File: config.mk
export PLATFORM = sky130hd
export DESIGN_NAME = rso_top
export DESIGN_NICKNAME = d
export VERILOG_FILES = /design/src/rtl/rso_pkg.sv /design/src/rtl/rso_channel.sv /design/src/rtl/rso_top.sv
export SDC_FILE = /design/constraint.sdc
export NUM_CORES = 1
export LEC_CHECK = 0
export BUFFER_PORTS_ARGS = -buffer_cell sky130_fd_sc_hd__buf_4
export CAP_MARGIN = 20
export CORE_ASPECT_RATIO = 0.5
export CORE_MARGIN = 2
export CORE_UTILIZATION = 52
export CTS_BUF_LIST = sky130_fd_sc_hd__clkbuf_8
export CTS_CLUSTER_DIAMETER = 30
export CTS_CLUSTER_SIZE = 40
export DETAILED_ROUTE_END_ITERATION = 16
export HOLD_SLACK_MARGIN = 0.03
export MAX_ROUTING_LAYER = met4
export PLACE_DENSITY_LB_ADDON = 0.08
export SLEW_MARGIN = 30
export SYNTH_ARGS = -nofsm -noshare
export SYNTH_HDL_FRONTEND = slang
export SYNTH_HIERARCHICAL = 1
export SYNTH_SLANG_ARGS = --single-unit
File: constraint.sdc
create_clock -name hclk -period 6.3 [get_ports hclk]
set_input_delay 1.26 -clock hclk [delete_from_list [all_inputs] [get_ports hclk]]
set_output_delay 1.26 -clock hclk [all_outputs]
set_load 0.05 [all_outputs]
File: src/rtl/rso_pkg.sv
// package: register map, reset values, codes and carriers of the relay output selector
package rso_pkg;

	// register byte offsets on the AHB-Lite bus
	localparam logic [7:0] OFS_SEL_ONE   = 8'h00;
	localparam logic [7:0] OFS_SEL_TWO   = 8'h04;
	localparam logic [7:0] OFS_SEL_THREE = 8'h08;
	localparam logic [7:0] OFS_STATE     = 8'h0C;
	localparam logic [7:0] OFS_IRQ_STAT  = 8'h10;
	localparam logic [7:0] OFS_IRQ_MASK  = 8'h14;

	localparam int ADDR_W   = 8;
	localparam int CODE_W   = 16;
	localparam int NUM_CH   = 3;
	localparam int STATUS_W = 100;
	localparam int IDX_W    = 7;
	localparam int EVT_W    = 6;

	// selection reset values per channel
	localparam logic [CODE_W-1:0] SEL_RST_ONE   = 16'h0000;
	localparam logic [CODE_W-1:0] SEL_RST_TWO   = 16'h0001;
	localparam logic [CODE_W-1:0] SEL_RST_THREE = 16'h0002;

	// code with no function: relay stays off
	localparam logic [CODE_W-1:0] CODE_NONE = 16'h270F;

	// event bit positions in the interrupt status and mask registers
	localparam int EVT_REFUSED_RUN  = 0;
	localparam int EVT_REFUSED_CODE = 1;
	localparam int EVT_FAULT_RISE   = 2;
	localparam int EVT_RELAY_BASE   = 3;

	// bit positions of the read-only state register
	localparam int ST_RELAY_BASE = 0;
	localparam int ST_RUNNING    = 3;
	localparam int ST_FAULT      = 4;

	localparam logic [EVT_W-1:0] IRQ_MASK_RST = 6'h00;

	// contact state of one changeover relay
	typedef struct packed {
		logic energised;
		logic no_closed;
		logic nc_closed;
	} rso_relay_s;

	// accepted selection codes
	function automatic logic code_valid(input logic [CODE_W-1:0] code);
		code_valid = code inside {[16'h0000:16'h0008], [16'h000A:16'h0014],
			[16'h0019:16'h001C], [16'h001E:16'h0024], 16'h0027,
			[16'h0029:16'h002F], 16'h0040, 16'h0046,
			[16'h0055:16'h005B], [16'h005E:16'h0063], CODE_NONE};
	endfunction

endpackage

File: src/rtl/rso_channel.sv
// one relay channel: picks its status signal and drives the changeover contacts
`timescale 1ns/1ns
module rso_channel (
	input  wire logic                          hclk,
	input  wire logic                          hresetn,
	input  wire logic [rso_pkg::CODE_W-1:0]    sel_code,
	input  wire logic [rso_pkg::STATUS_W-1:0]  host_status,
	input  wire logic                          option_fault,
	output rso_pkg::rso_relay_s                relay
);

	typedef struct packed {
		rso_pkg::rso_relay_s relay;
	} rso_ch_state_s;

	rso_ch_state_s state_reg;
	rso_ch_state_s state_next;

	logic picked;

	always_comb begin
		picked = 1'b0;
		// code is the host status bit index, positive logic
		if (sel_code < rso_pkg::CODE_W'(rso_pkg::STATUS_W)) begin
			picked = host_status[sel_code[rso_pkg::IDX_W-1:0]];
		end
		state_next = state_reg;
		// option fault drops the coil whatever is selected
		state_next.relay.energised = picked & ~option_fault;
		state_next.relay.no_closed = picked & ~option_fault;
		state_next.relay.nc_closed = ~(picked & ~option_fault);
	end

	always_ff @(posedge hclk or negedge hresetn) begin
		if (!hresetn) begin
			state_reg <= '{relay: '{energised: 1'b0, no_closed: 1'b0, nc_closed: 1'b1}};
		end else begin
			state_reg <= state_next;
		end
	end

	assign relay = state_reg.relay;

endmodule

File: src/rtl/rso_top.sv
// top: AHB-Lite register slave and three status-selected changeover relays
//
// Function
// - three changeover relays with NO, NC, common
// - one selection register per relay channel
// - accept codes 0-8, 10-20, 25-28
// - also 30-36, 39, 41-47, 64, 70; reject others
// - also 85-91, 94-99 and 9999
// - selections reset to codes 0, 1, 2
// - selection writes refused while drive runs
// - option fault forces all relays off
// - codes 0 to 8 map to drive signals
// - codes 10-13, 17-19 map to signals
// - codes 14-16, 20, 25, 26 map signals
// - positive logic only, never inverted
//
// Local design decisions: the AHB-Lite slave port and the register offsets.
`timescale 1ns/1ns
module rso_top (
	input  wire logic                          hclk,
	input  wire logic                          hresetn,
	// AHB-Lite slave
	input  wire logic                          hsel,
	input  wire logic [31:0]                   haddr,
	input  wire logic [1:0]                    htrans,
	input  wire logic                          hwrite,
	input  wire logic [2:0]                    hsize,
	input  wire logic [31:0]                   hwdata,
	input  wire logic                          hready,
	output logic      [31:0]                   hrdata,
	output logic                               hreadyout,
	output logic                               hresp,
	// host drive side, same clock
	input  wire logic [rso_pkg::STATUS_W-1:0]  host_status,
	input  wire logic                          drive_running,
	input  wire logic                          option_fault,
	// relay contacts and interrupt request
	output rso_pkg::rso_relay_s                relay_channel_one,
	output rso_pkg::rso_relay_s                relay_channel_two,
	output rso_pkg::rso_relay_s                relay_channel_three,
	output logic                               irq
);

	typedef struct packed {
		logic                                        dp_valid;
		logic                                        dp_write;
		logic [rso_pkg::ADDR_W-1:0]                  dp_addr;
		logic [rso_pkg::NUM_CH-1:0][rso_pkg::CODE_W-1:0] sel;
		logic [rso_pkg::EVT_W-1:0]                   irq_stat;
		logic [rso_pkg::EVT_W-1:0]                   irq_mask;
		logic                                        fault_q;
		logic [rso_pkg::NUM_CH-1:0]                  coil_q;
		logic [31:0]                                 rdata;
	} rso_state_s;

	rso_state_s state_reg;
	rso_state_s state_next;

	rso_pkg::rso_relay_s [rso_pkg::NUM_CH-1:0] relay_vec;
	logic [rso_pkg::NUM_CH-1:0]                coil_now;

	localparam rso_state_s STATE_RST = '{
		dp_valid: 1'b0,
		dp_write: 1'b0,
		dp_addr:  '0,
		sel:      {rso_pkg::SEL_RST_THREE, rso_pkg::SEL_RST_TWO, rso_pkg::SEL_RST_ONE},
		irq_stat: '0,
		irq_mask: rso_pkg::IRQ_MASK_RST,
		fault_q:  1'b0,
		coil_q:   '0,
		rdata:    '0
	};

	localparam logic [1:0] HTRANS_NONSEQ = 2'h2;
	localparam logic [1:0] HTRANS_SEQ    = 2'h3;

	logic                          addr_take;
	logic [rso_pkg::EVT_W-1:0]     evt_set;
	logic [rso_pkg::EVT_W-1:0]     evt_clr;
	logic                          sel_hit;
	logic [1:0]                    sel_idx;
	logic [rso_pkg::CODE_W-1:0]    wr_code;
	logic                          code_ok;

	// one channel per relay, each reading its own selection
	genvar ch;
	generate
		for (ch = 0; ch < rso_pkg::NUM_CH; ch++) begin : g_ch
			rso_channel u_channel (
				.hclk         (hclk),
				.hresetn      (hresetn),
				.sel_code     (state_reg.sel[ch]),
				.host_status  (host_status),
				.option_fault (option_fault),
				.relay        (relay_vec[ch])
			);
			assign coil_now[ch] = relay_vec[ch].energised;
		end
	endgenerate

	always_comb begin
		state_next = state_reg;
		evt_set    = '0;
		evt_clr    = '0;
		sel_hit    = 1'b0;
		sel_idx    = 2'h0;
		wr_code    = hwdata[rso_pkg::CODE_W-1:0];
		// upper data bits set make the code unacceptable
		code_ok    = rso_pkg::code_valid(wr_code) && (hwdata[31:rso_pkg::CODE_W] == '0);

		unique case (state_reg.dp_addr)
			rso_pkg::OFS_SEL_ONE: begin
				sel_hit = 1'b1;
				sel_idx = 2'h0;
			end
			rso_pkg::OFS_SEL_TWO: begin
				sel_hit = 1'b1;
				sel_idx = 2'h1;
			end
			rso_pkg::OFS_SEL_THREE: begin
				sel_hit = 1'b1;
				sel_idx = 2'h2;
			end
			default: begin
				sel_hit = 1'b0;
				sel_idx = 2'h0;
			end
		endcase

		// data phase of a write
		if (state_reg.dp_valid && state_reg.dp_write) begin
			if (sel_hit) begin
				if (drive_running) begin
					evt_set[rso_pkg::EVT_REFUSED_RUN] = 1'b1;
				end else if (!code_ok) begin
					evt_set[rso_pkg::EVT_REFUSED_CODE] = 1'b1;
				end else begin
					state_next.sel[sel_idx] = wr_code;
				end
			end else if (state_reg.dp_addr == rso_pkg::OFS_IRQ_STAT) begin
				evt_clr = hwdata[rso_pkg::EVT_W-1:0];
			end else if (state_reg.dp_addr == rso_pkg::OFS_IRQ_MASK) begin
				state_next.irq_mask = hwdata[rso_pkg::EVT_W-1:0];
			end
		end

		// hardware events
		state_next.fault_q = option_fault;
		if (option_fault && !state_reg.fault_q) begin
			evt_set[rso_pkg::EVT_FAULT_RISE] = 1'b1;
		end
		state_next.coil_q = coil_now;
		evt_set[rso_pkg::EVT_RELAY_BASE +: rso_pkg::NUM_CH] = coil_now ^ state_reg.coil_q;

		// a set in the same cycle as its clear wins
		state_next.irq_stat = (state_reg.irq_stat & ~evt_clr) | evt_set;

		// address phase
		addr_take = hsel && hready && (htrans == HTRANS_NONSEQ || htrans == HTRANS_SEQ);
		state_next.dp_valid = addr_take;
		state_next.dp_write = addr_take && hwrite;
		state_next.dp_addr  = addr_take ? haddr[rso_pkg::ADDR_W-1:0] : state_reg.dp_addr;

		// read data comes from the post-write values so a write is seen at once
		state_next.rdata = '0;
		if (addr_take && !hwrite) begin
			unique case (haddr[rso_pkg::ADDR_W-1:0])
				rso_pkg::OFS_SEL_ONE: begin
					state_next.rdata[rso_pkg::CODE_W-1:0] = state_next.sel[0];
				end
				rso_pkg::OFS_SEL_TWO: begin
					state_next.rdata[rso_pkg::CODE_W-1:0] = state_next.sel[1];
				end
				rso_pkg::OFS_SEL_THREE: begin
					state_next.rdata[rso_pkg::CODE_W-1:0] = state_next.sel[2];
				end
				rso_pkg::OFS_STATE: begin
					state_next.rdata[rso_pkg::ST_RELAY_BASE +: rso_pkg::NUM_CH] = coil_now;
					state_next.rdata[rso_pkg::ST_RUNNING] = drive_running;
					state_next.rdata[rso_pkg::ST_FAULT]   = option_fault;
				end
				rso_pkg::OFS_IRQ_STAT: begin
					state_next.rdata[rso_pkg::EVT_W-1:0] = state_next.irq_stat;
				end
				rso_pkg::OFS_IRQ_MASK: begin
					state_next.rdata[rso_pkg::EVT_W-1:0] = state_next.irq_mask;
				end
				default: begin
					state_next.rdata = '0;
				end
			endcase
		end
	end

	always_ff @(posedge hclk or negedge hresetn) begin
		if (!hresetn) begin
			state_reg <= STATE_RST;
		end else begin
			state_reg <= state_next;
		end
	end

	assign hrdata              = state_reg.rdata;
	assign hreadyout           = 1'b1;
	assign hresp               = 1'b0;
	assign irq                 = |(state_reg.irq_stat & state_reg.irq_mask);
	assign relay_channel_one   = relay_vec[0];
	assign relay_channel_two   = relay_vec[1];
	assign relay_channel_three = relay_vec[2];

endmodule

=== After elaboration in Yosys (flattened, before gate mapping) ===
Cells that the tools add are included.

* Word-level logic and storage cells: 125
* Output and inout bits: 44
* Bits in registers: 112
* Input bits: 176

* $lt $le $gt $ge: 22
* Bitwise operators: 12
* Muxes and demuxes: 35
* Equality and inequality tests: 15
* Reduce and logical (&&, ||, !) cells: 24

{| class="wikitable"
|+ Operators with widths
! kind !! number
|-
| $mux 48 || 4
|-
| $bwmux 48 || 1
|-
| $lt 16x7->1 const B || 3
|-
| $mux 6 || 7
|-
| $demux 16 s2 || 1
|-
| $eq 16x7->1 const B || 2
|-
| $eq 8x5->1 const B || 4
|-
| $ge 16x5->1 const B || 2
|-
| $ge 16x7->1 const B || 2
|-
| $le 16x5->1 const B || 2
|-
| $le 16x6->1 const B || 2
|-
| $le 16x7->1 const B || 2
|-
| $mux 16 || 2
|-
| $pmux 10 s3 || 1
|-
| $pmux 5 s6 || 1
|-
| $eq 8x4->1 const B || 3
|-
| $lt 7x8->1 const B || 3
|-
| $bmux 1 s7 || 3
|-
| $eq 16x14->1 const B || 1
|-
| $eq 16x6->1 const B || 1
|-
| $eq 8x3->1 const B || 2
|-
| $ge 16x1->1 const B || 1
|-
| $ge 16x4->1 const B || 1
|-
| $ge 16x6->1 const B || 1
|-
| 22 further kinds || 56
|}

=== Logic depth before layout (Yosys ltp) ===
* Word-level depth: 13
* Depth in mapped cells: 11

=== Modules after synthesis ===
The synthesis kept the hierarchy.

{| class="wikitable"
|+ By module, submodules not included
! module !! instances !! cells each !! area each (µm²) !! seq. area each (µm²)
|-
| rso_top || 1 || 432 || 4,469.3 || 2,254.7
|-
| rso_channel || 3 || 76 || 994.7 || 51.3
|}

=== Least setup slack after synthesis ===
Ideal clock, no wire load.

* Path type: input port to flip-flop
* Start point: in hwdata[2]
* End point: reg state_reg (netlist bit hrdata[2])
* Path slack: 2.702 ns
* Arrival time: 3.451 ns
* Stages on the path: 10
* Path buffers: 2
* Required time: 6.153 ns
* Path through: clkbuf_1 > clkbuf_1 > a21boi_0 > o21ai_0 > nand4_1 > and2_4 > a2111oi_4 > mux2_2 > o211ai_1 > a31oi_1

{| class="wikitable"
|+ RTL lines
! what !! RTL line !! text
|-
| from (decl) || rso_top.sv:28 || <nowiki>input wire logic [31:0] hwdata,</nowiki>
|-
| to (signal assigned) || rso_top.sv:199 || <nowiki>state_reg <= state_next;</nowiki>
|-
| to (decl) || rso_top.sv:56 || <nowiki>rso_state_s state_reg;</nowiki>
|}

==> reports/metrics.csv <==
metric,value,unit
largest net degree at the start of global routing,54,
DRT antenna net count,0,
Design Power,1.35,mW
cts-stage hold buffer count,0,
Die Span X,173,µm
CP endpoint kind,flip-flop,
initial antenna violation count,0,
prevailing post-synth register cell,dfrtp_1,
Post-Syn Area per Cell,11.3,µm²
max reg flops,74,
Core Area,13800,µm²
port buffer count,173,
Hold Crit Class,flip-flop to flip-flop,
CTS Buf Count,9,
CP Launch Type,primary input,
synth top area cells,"dfrtp_1, mux4_2, mux4_1, mux2_2, buf_4",
critical path buffer and inverter count,1,
Post-Syn Area,7450,µm²
most frequent cell after synthesis,dfrtp_1,
"Clk Latency, worst-skew pair",0.38,ns
Starting Density,54.1,%
Leak,3.73,nW
Longest Clk Path Bufs,2,
DRC,0,
# IOs,220,
first-pass GRT wire length,33.8,mm
Tmin final,3.81,ns
post-CTS resize count,0,
design area,8770,µm²
Tot GR Track Use,29.9,%
commonest cells in the netlist,"dfrtp_1, nand2_1, mux4_2, buf_4, mux2_2",
Slew @ Worst Pin,0.931,ns
outcome,"finished, final reports clean",
DRT iter0 DRCs,588,
routed wire length,21.9,mm
Area Growth Syn to Fin,17.7,%
Slew headroom,37.9,%
Rows,30,
CP arrival,4.04,ns
chip height,88.7,µm
"Reg clk slew, reported paths",0.09,ns
Placed Area,8540,µm²
dpl hpwl,15.9,mm
Worst path slowest cell,o21ai_2,
CTS Sinks,96,
data required time of the worst path,6.53,ns
max-slew violations,0,
Final Hold Viols,0,
asr flop ratio synth,100,%
setup TNS,0,ns
# diodes,0,
final period utilization,60.5,%
Power Density,154,nW/µm²
Netlist cell types,68,
full die area,15400,µm²
hold slack,0.502,ns
setup bufs post-CTS,0,
Layout Nets,965,
"EDFF count, synth",0,
H-tree depth,3,
WS Path Type,primary input to flip-flop,
Synth top area share,30.6,%
RSZ-0062 raised after global routing,no,
Worst VDD drop,0.000142,V
fmax,262,MHz
Wirelength per Cell,22.2,µm
share of layout cells above drive strength 1,38.9,%
post-synthesis sequential area ratio,32.3,%
Placer Congestion,0.991,
cell taking the most area after synthesis,dfrtp_1,
root buf cell,clkbuf_8,
vias in the first global route,6132,
Via-to-Cell Ratio,6.44,
"critical path, cell by cell",buf_4 > nor4bb_1 > nor3_1 > o221ai_1 > nand2_1 > o21ai_2 > mux2_2 > a221oi_1 > o22ai_1,
max_cap viols,0,
Synth Register Bits,96,
Worst path max stage delay,0.79,ns
global route total overflow,0,
Worst Skew,0.00959,ns
DRT Pass-1 Iters,5,
crit-path leading delay family,compound AO/OA/AOI/OAI gates,
Post-Route Utilization,63.7,%
top fanout value on the critical path,18,
YS warnings,6,
vias post-DR,6345,
CTS tree,done,
Post-Synthesis Cells,660,
number of setup violations in the final report,0,
## final timing paths
| path | start | slack (ns) | cells after the start | endpoint |
|---|---|---|---|---|
| max | hwdata[2] | 2.49 | 9 | hrdata[4] |
| min | state_reg[35] | 0.50 | 1 | state_reg[44] |
| max reg2reg | state_reg[103] | 3.46 | 8 | hrdata[3] |
| min reg2reg | state_reg[35] | 0.50 | 1 | state_reg[44] |
| max in group asynchronous | hresetn | 4.34 | 2 | state_reg[82] |
| min in group asynchronous | hresetn | 0.87 | 1 | state_reg[102] |
## cell families after synthesis
| group | synth area share, % |
|---|---|
| compound gates | 14.4 |
| xor+xnor | 0.353 |
| other cells | 0.101 |
| flops | 32.3 |
| simple gates | 13.9 |
| buf+inv | 8.60 |
| mux | 30.4 |
## layout by cell type, fill, tap and decap left out, types with 5 or more instances in the layout
master,instances
buf_4,181
dfrtp_1,88
nand2_1,69
mux4_2,48
mux2_2,41
nor2_1,28
mux4_1,24
a21oi_1,20
a22oi_1,20
o21ai_0,19
nand3_1,18
conb_1,18
inv_1,17
nor4_1,13
o211ai_1,13
clkbuf_8,12
and2_1,11
nor2b_1,10
a31oi_1,10
or4_1,8
mux2i_1,8
a221oi_1,8
nand4_1,7
a21o_1,7
nor3_1,6
o22ai_1,6
and2b_1,6
and3_1,5
a2bb2oi_1,5
dfstp_2,5
## worst register-to-register path: cells and delay by family (launching register included)
family	cells	cell delay (ns)
compound gates	3	0.67
buf+inv	1	0.30
flops	1	0.40
mux	1	0.39
simple gates	3	0.95
## metal layers
metal	vias up	share of wire, %	track usage (%)
met5	-	0	-
met3	47	9.6	7.52
met4	0	2.0	7.55
li1	2805	-	-
met2	367	46	47.0
met1	3126	43	39.5
## through the flow
step                cells  setup WS [ns]
global route          986           2.28
floorplan             676           2.70
global placement      970           2.16
CTS                   986           2.52
detailed placement    970           2.12
finish                986           2.49
## power breakdown
group          internal (mW)  total (mW)  switching [mW]
Clock                  0.253       0.458           0.204
Combinational          0.121       0.246           0.125
Sequential             0.632       0.646          0.0147
Total                   1.01        1.35           0.344
## layout make-up
class / count / area [µm²]
fill: 1138 / 5000
multi-input combinational: 486 / 4470
sequential: 96 / 2410
timing repair buffer: 181 / 1360
tap: 192 / 240
clock buffer: 12 / 165
clock inverter: 4 / 67.6
inverter: 15 / 56.3
(Power assumes the default switching activity.)
